File: src/ucti_defs.vh
// constants for the uart counter/timer and interrupt status block
`ifndef UCTI_DEFS_VH
`define UCTI_DEFS_VH
// register offsets on the four-bit host address
`define UCTI_OFS_AUX_CTRL 4'h4
`define UCTI_OFS_INT_STATUS 4'h5
`define UCTI_OFS_PRESET_UPPER 4'h6
`define UCTI_OFS_PRESET_LOWER 4'h7
`define UCTI_OFS_VECTOR 4'hc
`define UCTI_OFS_START 4'he
`define UCTI_OFS_STOP 4'hf
// interrupt status bit positions
`define UCTI_BIT_INPUT_CHANGE 7
`define UCTI_BIT_COUNTER_READY 3
`define UCTI_BIT_BREAK_CHANGE 2
`define UCTI_BIT_RX_INT 1
`define UCTI_BIT_TX_INT 0
// auxiliary control fields
`define UCTI_AUX_MODE_HI 6
`define UCTI_AUX_MODE_LO 4
`define UCTI_AUX_EN_HI 3
`define UCTI_AUX_EN_LO 0
// counter/timer mode and clock codes
`define UCTI_MODE_CNT_PIN 3'h0
`define UCTI_MODE_CNT_TXC 3'h1
`define UCTI_MODE_RESERVED 3'h2
`define UCTI_MODE_CNT_XTAL16 3'h3
`define UCTI_MODE_TMR_PIN 3'h4
`define UCTI_MODE_TMR_PIN16 3'h5
`define UCTI_MODE_TMR_XTAL 3'h6
`define UCTI_MODE_TMR_XTAL16 3'h7
// output select code that routes the counter/timer to its pin
`define UCTI_OSEL_TIMER 2'h1
// reset values
`define UCTI_RST_STATUS 8'h00
`define UCTI_RST_MASK 8'h00
`define UCTI_RST_VECTOR 8'h0f
`define UCTI_RST_AUX 8'h00
`define UCTI_RST_PRESET 16'h0002
`define UCTI_RST_PRESET_UPPER 8'h00
`define UCTI_RST_PRESET_LOWER 8'h02
// prescale divide
`define UCTI_PRESCALE_LAST 4'hf
`endif

File: src/ucti_count_core.v
// sixteen-bit counter/timer core: square wave or count-down with terminal flag
`timescale 1ns/100ps
`include "ucti_defs.vh"
module ucti_count_core (
   input wire clock,
   input wire rst,
   input wire tick,
   input wire timer_mode,
   input wire start,
   input wire stop,
   input wire [15:0] preset,
   output reg [15:0] count_q,
   output reg wave_q,
   output reg ready_q
);
   reg running_q;
   wire at_zero = (count_q == 16'h0001);

   always @(posedge clock or posedge rst) begin
      if (rst) begin
         count_q <= 16'h0000;
         wave_q <= 1'b1;
         ready_q <= 1'b0;
         running_q <= 1'b0;
      end else begin
         ready_q <= 1'b0;
         if (start) begin
            // restart abandons the cycle in progress
            running_q <= 1'b1;
            count_q <= preset;
            wave_q <= 1'b1;
         end else if (stop && !timer_mode) begin
            running_q <= 1'b0;
            wave_q <= 1'b1;
         end else if (running_q && tick) begin
            if (timer_mode) begin
               if (at_zero) begin
                  // fresh preset only at a half-period boundary
                  count_q <= preset;
                  wave_q <= ~wave_q;
                  ready_q <= ~wave_q; // once per full cycle
               end else begin
                  count_q <= count_q - 16'h0001;
               end
            end else begin
               // keeps counting past zero, wrapping
               count_q <= count_q - 16'h0001;
               if (at_zero) begin
                  ready_q <= 1'b1;
                  wave_q <= 1'b0;
               end
            end
         end
      end
   end
endmodule // ucti_count_core

File: src/ucti_timer_int.v
// host bus, interrupt status/mask/vector and counter/timer control
//
// Contract
// - request low when masked status bit set
// - status reads ignore the mask
// - reset clears interrupt status to zero
// - fixed status bit layout, bits 6-4 reserved
// - input change set by enabled pin change
// - break change cleared only by command
// - transmit bit follows transmit level interrupt
// - mask gates only the common request
// - vector resets 0x0f, driven on acknowledge
// - outside 68k mode vector is scratch byte
// - write-only 16-bit preset, minimum two
// - timer period twice preset value
// - idle until start read at 1110
// - start restarts cycle with current preset
// - timer preset change waits half-period
// - ready once per cycle, stop clears it
// - counter counts down, flags zero, continues
// - counter pin high until terminal count
// - counter preset used only at start
// - live count readable as two bytes
// - three-bit field selects mode and clock
// - open-drain timer pin when selected
`timescale 1ns/100ps
`include "ucti_defs.vh"
module ucti_timer_int (
   input wire clock,
   input wire rst,
   input wire chip_select_n,
   input wire read_n,
   input wire write_n,
   input wire [3:0] address,
   input wire [7:0] data_in,
   output reg [7:0] data_out_q,
   output reg data_oe_q,
   input wire interrupt_acknowledge_n,
   input wire bus_mode_68k,
   output reg interrupt_request_n_q,
   input wire [3:0] input_pins,
   input wire tx_clock_tick,
   input wire break_edge,
   input wire break_change_reset,
   input wire receive_level_interrupt,
   input wire transmit_level_interrupt,
   input wire [1:0] output_select_control,
   input wire timer_pin_port_level,
   output reg timer_output_pin_o_q,
   output reg timer_output_pin_oe_q
);
   ////////////////////////////////////////////////////////////////////////////
   // pin synchronisers: the bus lines and the four input pins pass two flops
   reg [17:0] bus_s1_q;
   reg [17:0] bus_s2_q;
   reg [3:0] pin_s1_q;
   reg [3:0] pin_s2_q;
   reg [3:0] pin_prev_q;
   reg pin_seen_q;
   wire [17:0] bus_raw = {bus_mode_68k, interrupt_acknowledge_n, chip_select_n, read_n, write_n,
                          address, data_in, 1'b0};

   always @(posedge clock or posedge rst) begin
      if (rst) begin
         // idle levels: strobes and acknowledge high, so no false edge after reset
         bus_s1_q <= 18'h1fff8;
         bus_s2_q <= 18'h1fff8;
         pin_s1_q <= 4'h0;
         pin_s2_q <= 4'h0;
         pin_prev_q <= 4'h0;
         pin_seen_q <= 1'b0;
      end else begin
         bus_s1_q <= bus_raw;
         bus_s2_q <= bus_s1_q;
         pin_s1_q <= input_pins;
         pin_s2_q <= pin_s1_q;
         pin_prev_q <= pin_s2_q;
         pin_seen_q <= 1'b1;
      end
   end

   wire mode_68k = bus_s2_q[17];
   wire ack_low = ~bus_s2_q[16];
   wire rd_act = ~bus_s2_q[15] & ~bus_s2_q[14];
   wire wr_act = ~bus_s2_q[15] & ~bus_s2_q[13];
   wire [3:0] addr_s = bus_s2_q[12:9];
   wire [7:0] wdata_s = bus_s2_q[8:1];

   ////////////////////////////////////////////////////////////////////////////
   // strobe edge detection: one action per bus cycle
   reg rd_prev_q;
   reg wr_prev_q;
   reg ack_prev_q;
   always @(posedge clock or posedge rst) begin
      if (rst) begin
         rd_prev_q <= 1'b0;
         wr_prev_q <= 1'b0;
         ack_prev_q <= 1'b0;
      end else begin
         rd_prev_q <= rd_act;
         wr_prev_q <= wr_act;
         ack_prev_q <= ack_low;
      end
   end
   wire rd_go = rd_act & ~rd_prev_q;
   // writes take effect at the trailing edge, when address and data have settled
   wire wr_go = ~wr_act & wr_prev_q;
   reg [3:0] wr_addr_q;
   reg [7:0] wr_data_q;
   always @(posedge clock or posedge rst) begin
      if (rst) begin
         wr_addr_q <= 4'h0;
         wr_data_q <= 8'h00;
      end else if (wr_act) begin
         wr_addr_q <= addr_s;
         wr_data_q <= wdata_s;
      end
   end

   wire cmd_start = rd_go && (addr_s == `UCTI_OFS_START);
   wire cmd_stop = rd_go && (addr_s == `UCTI_OFS_STOP);
   wire rd_change = rd_go && (addr_s == `UCTI_OFS_AUX_CTRL);

   ////////////////////////////////////////////////////////////////////////////
   // write-only and read/write registers
   reg [7:0] aux_control_q;
   reg [7:0] interrupt_mask_q;
   reg [7:0] timer_preset_upper_q;
   reg [7:0] timer_preset_lower_q;
   reg [7:0] vector_or_scratch_q;
   always @(posedge clock or posedge rst) begin
      if (rst) begin
         aux_control_q <= `UCTI_RST_AUX;
         interrupt_mask_q <= `UCTI_RST_MASK;
         timer_preset_upper_q <= `UCTI_RST_PRESET_UPPER;
         timer_preset_lower_q <= `UCTI_RST_PRESET_LOWER;
         vector_or_scratch_q <= `UCTI_RST_VECTOR;
      end else if (wr_go) begin
         case (wr_addr_q)
            `UCTI_OFS_AUX_CTRL: aux_control_q <= wr_data_q;
            `UCTI_OFS_INT_STATUS: interrupt_mask_q <= wr_data_q;
            // host keeps the preset at two or more
            `UCTI_OFS_PRESET_UPPER: timer_preset_upper_q <= wr_data_q;
            `UCTI_OFS_PRESET_LOWER: timer_preset_lower_q <= wr_data_q;
            `UCTI_OFS_VECTOR: vector_or_scratch_q <= wr_data_q;
            default: aux_control_q <= aux_control_q;
         endcase
      end
   end
   wire [2:0] ct_mode = aux_control_q[`UCTI_AUX_MODE_HI:`UCTI_AUX_MODE_LO];
   wire [3:0] change_en = aux_control_q[`UCTI_AUX_EN_HI:`UCTI_AUX_EN_LO];

   ////////////////////////////////////////////////////////////////////////////
   // input change register: deltas latch until the host reads it
   reg [3:0] delta_q;
   wire [3:0] pin_changed = (pin_s2_q ^ pin_prev_q) & {4{pin_seen_q}};
   genvar gi;
   generate
      for (gi = 0; gi < 4; gi = gi + 1) begin : g_delta
         always @(posedge clock or posedge rst) begin
            if (rst) begin
               delta_q[gi] <= 1'b0;
            end else if (pin_changed[gi]) begin
               delta_q[gi] <= 1'b1; // new change beats the clearing read
            end else if (rd_change) begin
               delta_q[gi] <= 1'b0;
            end
         end
      end
   endgenerate

   ////////////////////////////////////////////////////////////////////////////
   // counter/timer clock selection
   reg ip2_prev_q;
   reg [3:0] prescale_q;
   reg base_tick;
   reg divide16;
   always @(posedge clock or posedge rst) begin
      if (rst) begin
         ip2_prev_q <= 1'b0;
      end else begin
         ip2_prev_q <= pin_s2_q[2];
      end
   end
   wire ip2_rise = pin_s2_q[2] & ~ip2_prev_q & pin_seen_q;

   always @* begin
      base_tick = 1'b0;
      divide16 = 1'b0;
      case (ct_mode)
         `UCTI_MODE_CNT_PIN: base_tick = ip2_rise;
         `UCTI_MODE_CNT_TXC: base_tick = tx_clock_tick;
         `UCTI_MODE_CNT_XTAL16: begin
            base_tick = 1'b1;
            divide16 = 1'b1;
         end
         `UCTI_MODE_TMR_PIN: base_tick = ip2_rise;
         `UCTI_MODE_TMR_PIN16: begin
            base_tick = ip2_rise;
            divide16 = 1'b1;
         end
         `UCTI_MODE_TMR_XTAL: base_tick = 1'b1;
         `UCTI_MODE_TMR_XTAL16: begin
            base_tick = 1'b1;
            divide16 = 1'b1;
         end
         default: base_tick = 1'b0; // reserved code: clock stands still
      endcase
   end

   always @(posedge clock or posedge rst) begin
      if (rst) begin
         prescale_q <= 4'h0;
      end else if (cmd_start) begin
         prescale_q <= 4'h0;
      end else if (base_tick) begin
         prescale_q <= prescale_q + 4'h1;
      end
   end
   wire ct_tick = base_tick && (!divide16 || prescale_q == `UCTI_PRESCALE_LAST);
   wire timer_mode = ct_mode[2];

   wire [15:0] live_count;
   wire ct_wave;
   wire ct_ready;
   ucti_count_core ucti_count_core_inst (
      .clock(clock),
      .rst(rst),
      .tick(ct_tick),
      .timer_mode(timer_mode),
      .start(cmd_start),
      .stop(cmd_stop),
      .preset({timer_preset_upper_q, timer_preset_lower_q}),
      .count_q(live_count),
      .wave_q(ct_wave),
      .ready_q(ct_ready)
   );

   ////////////////////////////////////////////////////////////////////////////
   // interrupt status: hardware set wins over any clear
   reg change_q;
   reg counter_ready_q;
   reg break_q;
   always @(posedge clock or posedge rst) begin
      if (rst) begin
         change_q <= 1'b0;
         counter_ready_q <= 1'b0;
         break_q <= 1'b0;
      end else begin
         if (|(pin_changed & change_en)) begin
            change_q <= 1'b1;
         end else if (rd_change) begin
            change_q <= 1'b0;
         end
         if (ct_ready) begin
            counter_ready_q <= 1'b1;
         end else if (cmd_stop) begin
            counter_ready_q <= 1'b0;
         end
         if (break_edge) begin
            break_q <= 1'b1;
         end else if (break_change_reset) begin
            break_q <= 1'b0;
         end
      end
   end

   // rx and tx bits are live levels from their own engines
   wire [7:0] int_status = {change_q, 3'h0, counter_ready_q, break_q,
                            receive_level_interrupt, transmit_level_interrupt};

   always @(posedge clock or posedge rst) begin
      if (rst) begin
         interrupt_request_n_q <= 1'b1;
      end else begin
         // released as soon as no masked source remains
         interrupt_request_n_q <= ~|(int_status & interrupt_mask_q);
      end
   end

   ////////////////////////////////////////////////////////////////////////////
   // timer output pin: open drain when routed, never masked
   always @(posedge clock or posedge rst) begin
      if (rst) begin
         timer_output_pin_o_q <= 1'b0;
         timer_output_pin_oe_q <= 1'b0;
      end else if (output_select_control == `UCTI_OSEL_TIMER) begin
         timer_output_pin_o_q <= 1'b0;
         timer_output_pin_oe_q <= ~ct_wave;
      end else begin
         timer_output_pin_o_q <= timer_pin_port_level;
         timer_output_pin_oe_q <= 1'b1;
      end
   end

   ////////////////////////////////////////////////////////////////////////////
   // read data: captured at the start of each read, held while it lasts
   wire ack_go = ack_low & ~ack_prev_q & mode_68k;
   always @(posedge clock or posedge rst) begin
      if (rst) begin
         data_out_q <= 8'h00;
         data_oe_q <= 1'b0;
      end else begin
         data_oe_q <= rd_act | (ack_low & mode_68k);
         if (ack_go) begin
            data_out_q <= vector_or_scratch_q;
         end else if (rd_go) begin
            case (addr_s)
               `UCTI_OFS_AUX_CTRL: data_out_q <= {delta_q, pin_s2_q};
               `UCTI_OFS_INT_STATUS: data_out_q <= int_status;
               // live count, stop a counter first to avoid a carry between bytes; stop does not halt the timer
               `UCTI_OFS_PRESET_UPPER: data_out_q <= live_count[15:8];
               `UCTI_OFS_PRESET_LOWER: data_out_q <= live_count[7:0];
               `UCTI_OFS_VECTOR: data_out_q <= vector_or_scratch_q;
               default: data_out_q <= 8'h00;
            endcase
         end
      end
   end
endmodule // ucti_timer_int

File: config.mk
export PLATFORM = sky130hd
export DESIGN_NAME = ucti_timer_int
export DESIGN_NICKNAME = d
export VERILOG_FILES = /design/src/ucti_count_core.v /design/src/ucti_timer_int.v
export VERILOG_INCLUDE_DIRS = /design/src
export SDC_FILE = /design/constraint.sdc
export NUM_CORES = 1
export LEC_CHECK = 0
export BUFFER_PORTS_ARGS = -buffer_cell sky130_fd_sc_hd__buf_4
export CAP_MARGIN = 20
export CORE_ASPECT_RATIO = 0.6
export CORE_MARGIN = 1.5
export CORE_UTILIZATION = 53
export CTS_CLUSTER_SIZE = 8
export DETAILED_ROUTE_END_ITERATION = 8
export PLACE_DENSITY = 0.82
export SLEW_MARGIN = 20
export SYNTH_ARGS = -nofsm -noshare
export SYNTH_HDL_FRONTEND = slang
export SYNTH_SLANG_ARGS = --single-unit
File: constraint.sdc
create_clock -name clock -period 6.29 [get_ports clock]
set_input_delay 1.258 -clock clock [delete_from_list [all_inputs] [get_ports clock]]
set_output_delay 1.258 -clock clock [all_outputs]
set_load 0.05 [all_outputs]
After elaboration in Yosys (flattened, before gate mapping)
Cells that the tools add are included.
W data, S select, Z words.
- add/subtract/negate cells: 2
- eq/ne operators: 22
- mux-type cells: 38
- bitwise logic cells: 23
- reduce and logical (&&, ||, !) cells: 36
- operator list (cell ; count):
    $mux W16 ; 5
    $pmux W8 S5 ; 1
    $eq A4 B3 Y1 const B ; 8
    $mux W1 ; 27
    $reduce_bool A2 Y1 ; 11
    $eq A4 B4 Y1 const B ; 5
    $eq A16 B1 Y1 const B ; 1
    $mux W8 ; 2
    $sub A16 B1 Y16 const B ; 1
    $reduce_and A2 Y1 ; 7
    $eq A3 B3 Y1 const B ; 4
    $and A1 B1 Y1 ; 9
    $not A1 Y1 ; 9
    $reduce_or A3 Y1 ; 3
    $and A4 B4 Y4 ; 2
    $and A8 B8 Y8 ; 1
    $mux W4 ; 2
    $reduce_or A8 Y1 ; 1
    $logic_and A1 B1 Y1 ; 6
    $reduce_bool A3 Y1 ; 2
    $add A4 B1 Y4 const B ; 1
    $reduce_or A4 Y1 ; 1
    $xor A4 B4 Y4 ; 1
    $eq A3 B1 Y1 const B ; 1
    other kinds (8) ; 10
- register bits after elaboration: 144
- input bits: 31

Longest topological paths before layout
Gate-level depths: netlist of run 1.
- depth after elaboration: 10
- depth in mapped cells: 8
- mapped depth without buffers: 7

Modules after synthesis
A second synthesis of run 1 with hierarchy kept.
- cells, all modules: 434
- area, all modules: 5819.3 um^2
- by module, submodules not included (module ; times used ; cells an instance ; area an instance (um^2) ; seq. area each (um^2)):
    ucti_timer_int ; 1 ; 281 ; 4478.0 ; 3070.4
    ucti_count_core ; 1 ; 153 ; 1341.3 ; 476.7

Worst setup path before layout of run 1
No wires, ideal clock.
- kind: input -> register
- start: input port tx_clock_tick
- end: register ucti_count_core_inst.count_q[11]
- library setup time: 0.141 ns
- arrival time: 2.233 ns
- path slack: 3.916 ns
- stages on the path: 6
- buffers on the path: 1
- cell sequence: nor2_1 > a21oi_1 > nand4_1 > clkbuf_1 > nand3_1 > o221ai_1
- longest elaborated chain between the ends: 5
- ends and longest elaborated chain (item ; RTL line ; source):
    start: declaration ; ucti_timer_int.v:42 ; input wire tx_clock_tick,
    $pmux W1 S3 ; ucti_timer_int.v:190 ; case (ct_mode)
    $logic_and A1 B1 Y1 ; ucti_timer_int.v:220 ; wire ct_tick = base_tick && (!divide16 || prescale_q == `UCTI_PRESCALE_LAST);
    $logic_and A1 B1 Y1 ; ucti_count_core.v:35 ; end else if (running_q && tick) begin
    $reduce_bool A2 Y1 (no line) ; n/a ;
    $reduce_and A2 Y1 (no line) ; n/a ;
    end signal: assignment ; ucti_count_core.v:39 ; count_q <= preset;
    end signal: assignment ; ucti_count_core.v:43 ; count_q <= count_q - 16'h0001;
    end signal: assignment ; ucti_count_core.v:47 ; count_q <= count_q - 16'h0001;
    end: declaration ; ucti_count_core.v:12 ; output reg [15:0] count_q,
Every way passes these cells.
A chain may end at the register's enable or synchronous reset.

Worst setup path after layout of run 1
- start: input port tx_clock_tick
- end: register ucti_count_core_inst.count_q[8]
Same word-level chain as after synthesis.

==> run summary, run 1 <==
Min-delay worst type: reg2reg
Footprint of the multi-input gates: 2142 um^2
Leak: 0.003123 uW
Sw Ratio: 30.31%
Longest Clk Path Bufs: 2
Yosys warning count: 0
Fmax: 363.7 MHz
Synth async-reset ratio: 100.0%
Syn_area_per_cell: 13.52 um^2
Final period util: 43.71%
Grt met2 use: 34.55%
CTS Buf Count: 17
Design area: 6834 um^2
Most frequent cells in the layout: dfrtp_1 (105), buf_4 (43), mux2_2 (39)
Total wire length: 13420 um
Reg power frac: 46.6%
Max cap viols: 0
Final net count: 512
Max VDD drop: 0.2452 mV
Tmin final: 2749 ps
Die H: 84.33 um
Worst slew pin tran: 935.0 ps
Filler cell count: 771
CTS Root Cell: clkbuf_16
Setup Crit Path Kind: in2reg
Most Crowded Layer GR: met1
Initial detailed-routing violation count: 417
Gp weighted congestion: 0.9399
Via count: 3904
Syn_nets: 467
Slowest cell on crit path: nand4_1
GRT overflow: 0
Final Skew: 9.672 ps
Setup tns final: 0 ps
Post-Syn Area: 5842 um^2
Skew-Pair Late Insertion Delay: 420 ps
Storage element area: 3547 um^2
Chip width: 138.5 um
Share of layout cells above drive strength 1: 36.73%
Crit-path max FO: 14
Critical register-to-register path startpoint: bus_s2_q[12]
Worst Setup SP: tx_clock_tick
Cell variety after synth: 64
Placed cell areas: 6254 um^2
PD cells: 384.1 nW/um^2
Clock share of power: 37.3%
M3 GR Usage: 9.469%
IO buf count: 42
Drc violations: 0
Clock transition at path regs: 60 ps
WL/cell: 21.34 um
Flops & latches, synth: 140
Slew Limit Fails: 0
Post-synth EDFFs: 0
Antenna violations before repair: 0
Drt pass-1 iters: 7
TritonCTS clock tree: done
Comb pwr share: 16.2%
Antenna cells: 0
Rel. slew slack: 37.66%
Status: complete, no violations
Postcts setup bufs: 0
Post-CTS Resized: 0
Primary FF master, synth: dfrtp_1
Core area: 10630 um^2
Post-Syn Instances: 432
Sequential area share after synthesis: 60.72%
Number of global-route vias before repair: 3912
Worst hold start: bus_s1_q[17]
DP Wirelength: 9271 um
CP startpoint kind: primary input
Largest stage delay, worst path: 660 ps
Worst path required time: 6570 ps
Row cnt: 29
First-pass GRT wire length: 21490 um
Final setup viols: 0
H-tree depth: 4
Met1 usage: 35.51%
Crit-path cells: buf_4 -> nor2_1 -> a21oi_1 -> nand4_1 -> nand2_1 -> a22oi_1
TritonCTS Sinks: 140
Overall Global Routing Usage: 24.65%
Avg Vias per Cell: 6.207
Initial Utilization: 54.95%
Area grow syn2layout: 16.98%
CTS Hold Bufs: 0
Worst EP arrival: 3030 ps
Final hold violations: 0
Unrepaired setup endpoints after global routing: false
Worst Setup End Kind: flip-flop
Antenna Nets Post-Route: 0
Largest net degree at the start of global routing: 76
Internal power: 1829 uW
Full die area: 11680 um^2
Net switching power: 795.5 uW
I/O pin count: 43
Commonest non-fill, non-tap cell in the layout: dfrtp_1
-- Yosys cell counts, types with 4 or more instances --
master	number	area (um^2)
dfstp_2	35	919.6
a22oi_1	5	37.54
mux2i_1	17	170.2
mux2_2	39	439.2
inv_1	18	67.56
a221o_1	10	100.1
nor3_1	5	25.02
buf_2	7	35.03
and3_1	8	50.05
xor2_1	6	52.55
a21oi_1	8	40.04
mux2_4	8	120.1
dfrtp_1	105	2628
mux4_2	5	112.6
nand2_1	19	71.32
ha_1	4	50.05
nor2_1	21	78.83
clkbuf_1	7	26.28
nand3_1	25	125.1
nor4_1	4	25.02
o211ai_1	6	45.04
nand4_1	7	43.79
a22o_1	6	52.55
o22ai_1	4	25.02
-- layout make-up --
class	count	area share [%]
flip-flops and latches	140	51.90
multi-input cells	257	31.34
inverters	18	1.025
repair buffers	43	4.724
well taps	139	2.545
clock buffers	17	6.225
clock inverters	15	2.234
-- final timing paths --
path,slack [ps],to,cells past startpoint
setup / recovery,3540,ucti_count_core_inst.count_q[8],6
hold reg to reg,350,bus_s2_q[17],0
setup reg to reg,3600,ucti_count_core_inst.count_q[2],5
min in group asynchronous,970,wr_data_q[4],2
max in group asynchronous,3900,ucti_count_core_inst.count_q[4],3
hold / removal,350,bus_s2_q[17],0
-- power groups by stage --
stage	registers (uW)	logic (uW)	clock network, uW
3_3_place_gp	1220	405	0
4_1_cts	1220	426	987
6_report	1220	424	979
3_5_place_dp	1230	422	0
2_1_floorplan	1220	283	0
5_1_grt	1240	464	1040
-- critical path: cells and delay by family --
family | cells | cell delay, ps
AOI/OAI and AO/OA | 2 | 550
buffers and inverters | 1 | 80
and+or+nand+nor | 3 | 1130
-- registers in the layout (all words and copies together), names as in the netlist, 5 cells and up --
| register | cells |
|---|---|
| ucti_count_core_inst.count_q | 16 |
| wr_data_q | 8 |
| timer_preset_lower_q | 8 |
| interrupt_mask_q | 5 |
| data_out_q | 8 |
| timer_preset_upper_q | 8 |
| vector_or_scratch_q | 8 |
| bus_s1_q | 17 |
| aux_control_q | 7 |
| bus_s2_q | 17 |
-- metrics by stage --
stage | util (%) | power, uW | setup slack (ps) | hold WS, ps | std cells
3_5_place_dp | 58.82 | 1652 | 3085 | 334.7 | 597
3_3_place_gp | 58.82 | 1623 | 3245 | 332.2 | 597
4_1_cts | 64.26 | 2628 | 3597 | 347.7 | 629
2_1_floorplan | - | 1500 | 1337 | 331.2 | 432
6_report | 64.28 | 2625 | 3541 | 346.5 | 629
5_1_grt | 64.28 | 2740 | 3456 | 359.5 | 629
-- kinds of logic after synthesis --
family                     after synthesis  synth area share, %
AOI/OAI and AO/OA                       65                8.782
xor gates and xnor gates                 6               0.8995
adders and majority gates                4               0.8567
buffers and inverters                   35                2.656
DFF                                    140                60.72
muxes                                   69                14.41
other                                    1              0.06419
and+or+nand+nor                        112                11.61
-- per-layer routing --
metal	vias to the layer above	wire length (um)
met5	-	0
met4	0	201
met3	26	1394
met2	189	5910
met1	1999	5914
li1	1690	-
Note: power is estimated with default switching activity, not from simulation.
==> inputs of run 2 (changes only) <==
--- a/config.mk
+++ b/config.mk
@@ -13,7 +13,7 @@
 export CORE_UTILIZATION = 53
 export CTS_CLUSTER_SIZE = 8
 export DETAILED_ROUTE_END_ITERATION = 8
-export PLACE_DENSITY = 0.82
+export PLACE_DENSITY = 0.84
 export SLEW_MARGIN = 20
 export SYNTH_ARGS = -nofsm -noshare
 export SYNTH_HDL_FRONTEND = slang
==> constraint.sdc (replaced) <==
create_clock -name clock -period 2.35 [get_ports clock]
set_input_delay 0.47 -clock clock [delete_from_list [all_inputs] [get_ports clock]]
set_output_delay 0.47 -clock clock [all_outputs]
set_load 0.05 [all_outputs]
==> run 2 against run 1 <==
Via count increased by 3.7%; clock power rose to 2.9 times the previous value; worst setup slack worse by 3400 ps; die area did not move; sequential cell count is the same; sequential share of layout area fell by 1.8 points; first-iteration DRC count increased by 22%; combinational power rose to 2.9 times the previous value; power grew to 2.8 times the previous value; core utilization rose by 2.4 points; critical path type is now reg2reg; largest cell class unchanged.
==> run summary, run 2 (synthesized netlist as in run 1, its figures left out) <==
Status: complete, no violations
Share of layout cells above drive strength 1: 38.86%
TritonCTS Sinks: 140
Skew-Pair Late Insertion Delay: 420 ps
I/O pin count: 43
Fmax: 443.4 MHz
Slowest cell on crit path: or4b_4
Inst Count DP: 613
Chip width: 138.5 um
Leak: 0.003239 uW
Crit-path cells: inv_1 -> ha_1 -> or4b_4 -> or2_1 -> nor4_1 -> mux2i_1 -> o211ai_1
Total wire length: 14360 um
Overall Global Routing Usage: 25.69%
Die H: 84.33 um
Largest stage delay, worst path: 510 ps
Worst Setup End Kind: flip-flop
Layout Cells excl Fill: 646
Most frequent cells in the layout: dfrtp_1 (105), buf_4 (55), mux2_2 (39)
Antenna Nets Post-Route: 0
Slew Limit Fails: 0
Worst path required time: 2670 ps
TritonCTS clock tree: done
Number of global-route vias before repair: 3987
H-tree depth: 4
CTS Root Cell: clkbuf_16
Post-CTS Resized: 0
Crit-path max FO: 6
Area grow syn2layout: 21.27%
Clock transition at path regs: 70 ps
CTS Buf Count: 17
Row cnt: 29
Drc violations: 0
PD cells: 1039 nW/um^2
CP startpoint kind: flip-flop
Final net count: 529
Initial detailed-routing violation count: 510
Top Registers: bus_s1_q: 17 flops, bus_s2_q: 17 flops, ucti_count_core_inst.count_q: 16 flops
FF-to-FF End: ucti_count_core_inst.count_q[14]
R2r setup slk: 90 ps
Reg2reg path depth: 7
Drt pass-1 iters: 5
Setup Crit Path Kind: reg2reg
Min-delay worst type: in2async
Initial Utilization: 54.95%
Gp weighted congestion: 0.9618
Antenna cells: 0
Setup tns final: 0 ps
Largest net degree at the start of global routing: 27
Tmin final: 2255 ps
Unrepaired setup endpoints after global routing: false
Final setup viols: 0
Max cap viols: 0
Commonest non-fill, non-tap cell in the layout: dfrtp_1
Core area: 10630 um^2
Postcts setup bufs: 0
CTS Hold Bufs: 0
DP Wirelength: 9708 um
Rel. slew slack: 51.94%
Critical register-to-register path startpoint: ucti_count_core_inst.count_q[0]
IO buf count: 42
Worst EP arrival: 2580 ps
Worst slew pin tran: 720.9 ps
Antenna violations before repair: 0
Full die area: 11680 um^2
First-pass GRT wire length: 22480 um
GRT overflow: 0
Via count: 4047
WL/cell: 22.23 um
Final Skew: 11.91 ps
Final hold violations: 0
Avg Vias per Cell: 6.265
Final period util: 95.97%
Max VDD drop: 0.6847 mV
Longest Clk Path Bufs: 2
==> run 2: changes by cell type in the layout (fill, tap and decap cells not counted) <==
cell        previous run  this run
a21oi_2                0         1
inv_6                  4         3
clkinv_8               0         1
o21ai_2                1         0
buf_12                 0         4
bufinv_16              1         3
clkbuf_8               0         1
o21ai_4                0         1
clkinv_2               2         0
clkinvlp_4             2         3
inv_4                  1         0
buf_4                 43        55
clkinv_4               2         1
==> run 2: per-stage QoR <==
step / total power (uW) / setup WS, ps / cell area [um^2] / hold WS [ps] / utilization (%)
after floorplan: 4015 / 159.5 / 5846 / 331.2 / -
after global placement: 4380 / 211.9 / 6425 / 333.0 / 60.43
after detailed placement: 4469 / 111.0 / 6425 / 335.5 / 60.43
after CTS: 7367 / 86.72 / 7066 / 143.7 / 66.46
after global routing: 7634 / 6.697 / 7084 / 138.5 / 66.64
final: 7363 / 94.68 / 7084 / 149.4 / 66.64
==> run 2: how the worst max path moves through the flow <==
stage                                            end  slack (ps)                             from  cells after the start
finish              ucti_count_core_inst.count_q[14]          90  ucti_count_core_inst.count_q[0]                      7
CTS                 ucti_count_core_inst.count_q[11]          90  ucti_count_core_inst.count_q[1]                      7
global placement    ucti_count_core_inst.count_q[11]         210  ucti_count_core_inst.count_q[1]                      7
global route        ucti_count_core_inst.count_q[14]           7  ucti_count_core_inst.count_q[0]                      7
detailed placement  ucti_count_core_inst.count_q[11]         110  ucti_count_core_inst.count_q[1]                      7
floorplan                                 ack_prev_q         160                              rst                      1
==> run 2: where the power goes <==
part / leakage [uW] / internal (uW) / switching (uW)
clock network: 0.000308 / 1750 / 1120
registers: 0.00161 / 2860 / 422
logic: 0.00132 / 572 / 636
total: 0.00324 / 5180 / 2180
==> run 2: final cells by class <==
type                            count  area (um^2)
Clock buffer                       18        439.2
Sequential cell                   140         3547
Clock inverter                     14        201.4
Fill cell                         738         3547
Inverter                           18        71.32
Multi-Input combinational cell    258         2158
Timing Repair Buffer               59        493.0
Tap cell                          139        173.9
==> run 2: per-layer routing <==
metal  wire length, um  track usage, %  vias to the layer above
met5                 0               0                        -
met4               204           7.081                        0
met3              1508           6.389                       27
met2              6360           37.58                      220
met1              6289           38.51                     2069
li1                  -               -                     1731
==> run 2: critical path: cells and delay by family (launching register included) <==
family	cells	cell delay, ps
buffers and inverters	1	160
multiplexers	1	140
adder cells (fa/ha/maj)	1	260
AND/OR/NAND/NOR	3	970
AO/OA/AOI/OAI	1	190
flip-flops	1	450
==> inputs of run 3 (changes only) <==
--- a/config.mk
+++ b/config.mk
@@ -17,4 +17,5 @@
 export SLEW_MARGIN = 20
 export SYNTH_ARGS = -nofsm -noshare
 export SYNTH_HDL_FRONTEND = slang
+export SYNTH_HIERARCHICAL = 1
 export SYNTH_SLANG_ARGS = --single-unit
==> run 3 against run 2 <==
Die area down 0.38%; synthesized cell count up 0.46%; routed wire length up 0.19%; power up 3.6%; non-clock buffer count up 9; register-to-register slack better by 40 ps; via count up 2.4%; global-route usage up 0.92 points; clock power up 7%; sequential share of layout area down 0.63 points.
==> run summary, run 3 <==
Row cnt: 29
Syn_area_per_cell: 13.41 um^2
Inst Count DP: 625
Most frequent cells in the layout: dfrtp_1 (105), buf_4 (66), mux2_2 (48)
Slew Limit Fails: 0
Drt pass-1 iters: 7
Antenna cells: 0
Longest Clk Path Bufs: 2
Comb pwr share: 16.7%
Total wire length: 14390 um
Net switching power: 2126 uW
Die H: 84.17 um
Skew-Pair Late Insertion Delay: 420 ps
Post-Syn Instances: 434
Overall Global Routing Usage: 26.62%
TritonCTS Sinks: 140
Worst slew pin tran: 823.4 ps
Post-synth EDFFs: 0
Compound-cell area share of the yosys netlist: 9.976%
Gp weighted congestion: 0.9555
CTS Buf Count: 17
Rel. slew slack: 45.04%
Final setup viols: 0
Fmax: 451.0 MHz
Antenna Nets Post-Route: 0
Worst path required time: 2680 ps
Number of global-route vias before repair: 4082
Post-synthesis mux area share: 12.60%
CTS Hold Bufs: 0
Internal power: 5499 uW
Synth cell count leaders: dfrtp_1 (105), mux2_2 (48), dfstp_2 (35), inv_1 (26)
Initial Utilization: 54.74%
Tmin final: 2217 ps
Initial detailed-routing violation count: 505
Cell variety after synth: 65
Status: complete, no violations
Sw Ratio: 27.88%
Area grow syn2layout: 23.29%
Crit-path max FO: 14
Worst Setup End Kind: flip-flop
Xor/xnor share of the synthesized area: 0.4515%
GRT overflow: 0
Total power draw: 7625 uW
Flops & latches, synth: 140
H-tree depth: 4
IO buf count: 42
Antenna violations before repair: 0
Avg Vias per Cell: 6.298
Final hold violations: 0
Sequential area share after synthesis: 60.95%
Reg power frac: 43.1%
Worst EP arrival: 2550 ps
Top Registers: bus_s1_q: 17 flops, bus_s2_q: 17 flops, ucti_count_core_inst/count_q: 16 flops
Syn_nets: 469
Share of layout cells above drive strength 1: 40.85%
WL/cell: 21.87 um
Clock transition at path regs: 60 ps
Synth top area cells: dfrtp_1 (45%), dfstp_2 (16%), mux2_2 (9.3%)
Yosys warning count: 6
Clock share of power: 40.3%
Drc violations: 0
Max cap viols: 0
Main combinational cell family by area after synthesis: multiplexers
Final Skew: 7.744 ps
Via count: 4144
I/O pin count: 43
Primary FF master, synth: dfrtp_1
Core area: 10630 um^2
CP startpoint kind: flip-flop
Most common cell in the netlist: dfrtp_1
Final hold slack: 2.917 ps
Commonest non-fill, non-tap cell in the layout: dfrtp_1
Simple-Gate Fraction of Synth Area: 12.21%
Leak: 0.003288 uW
Chip width: 138.3 um
Post-Syn Area: 5819 um^2
Post-Synth Adder-Cell Area: 0.8600%
Min-delay worst type: in2async
Synth async-reset ratio: 100.0%
Share of the synthesized area in the top cell type: 45.15%
First-pass GRT wire length: 23100 um
CTS Root Cell: clkbuf_16
Setup Crit Path Kind: reg2reg
Full die area: 11640 um^2
Post-synth top area cell: dfrtp_1
Max VDD drop: 0.6709 mV
PD cells: 1063 nW/um^2
Final period util: 94.35%
DP Wirelength: 9862 um
TritonCTS clock tree: done
Layout Cells excl Fill: 658
Final net count: 541
Largest net degree at the start of global routing: 94
## run 3: kinds of logic (layout without fill, tap and decap cells)
| group | after synthesis | count (layout) |
|---|---|---|
| compound gates | 75 | 75 |
| xor+xnor | 3 | 3 |
| fa+ha+maj | 4 | 4 |
| buf+inv | 41 | 126 |
| flops | 140 | 140 |
| mux | 61 | 61 |
| other cells | 1 | 1 |
| simple gates | 109 | 109 |
## run 3: per-layer routing
metal,track usage (%),share of wire [%],vias up
met5,0,0,-
met4,8.612,1.1,0
met3,8.043,9.8,17
met2,38.17,44,232
met1,39.10,45,2120
li1,-,-,1775
## run 3: path summary, 6_finish.rpt
| kind | startpoint | to | slack, ps | depth (start not counted) |
|---|---|---|---|---|
| max | bus_s2_q[11] | ucti_count_core_inst/count_q[13] | 130 | 8 |
| min | rst | timer_preset_upper_q[5] | 3 | 2 |
| max reg2reg | bus_s2_q[11] | ucti_count_core_inst/count_q[13] | 130 | 8 |
| min reg2reg | pin_s1_q[0] | pin_s2_q[0] | 350 | 0 |
| max in group asynchronous | rst | vector_or_scratch_q[2] | 1560 | 3 |
| min in group clock | data_in[3] | bus_s1_q[4] | 150 | 1 |
## run 3: cell type report
class                      instances  area, um^2
sequential                       140        3547
fill                             686        3457
multi-input combinational        253        2137
timing repair buffer              68       535.5
clock buffer                      19       442.9
clock inverter                    13       236.5
tap                              139       173.9
inverter                          26       101.3
## run 3: power by group through the flow
stage | Sequential [uW] | Clock (uW) | Combinational [uW]
2_1_floorplan | 3290 | 0 | 723
3_3_place_gp | 3260 | 0 | 1200
3_5_place_dp | 3290 | 0 | 1240
4_1_cts | 3260 | 3100 | 1250
5_1_grt | 3330 | 3210 | 1390
6_report | 3280 | 3070 | 1270
## run 3: stage by stage
| stage | worst slack (ps) | TNS [ps] | utilization (%) | area, um^2 |
|---|---|---|---|---|
| floorplan | 24.72 | 0 | - | 5826 |
| global placement | 166.8 | 0 | 60.72 | 6455 |
| detailed placement | 72.95 | 0 | 60.72 | 6455 |
| CTS | 37.86 | 0 | 67.11 | 7134 |
| global route | -8.173 | -9.402 | 67.48 | 7174 |
| finish | 132.7 | 0 | 67.48 | 7174 |
## run 3: critical path: stages (launching register included)
cell	delay, ps
dfstp_2	530
nor4b_4	300
and4_4	300
nor2b_1	190
o21ai_0	110
buf_4	170
buf_4	180
and4_2	180
a211oi_1	160
## run 3: repair_timing
item | in CTS | in global routing
endpoints found under the setup margin | 0 | 16
resized for setup | 0 | 7
setup buffers | 0 | 1
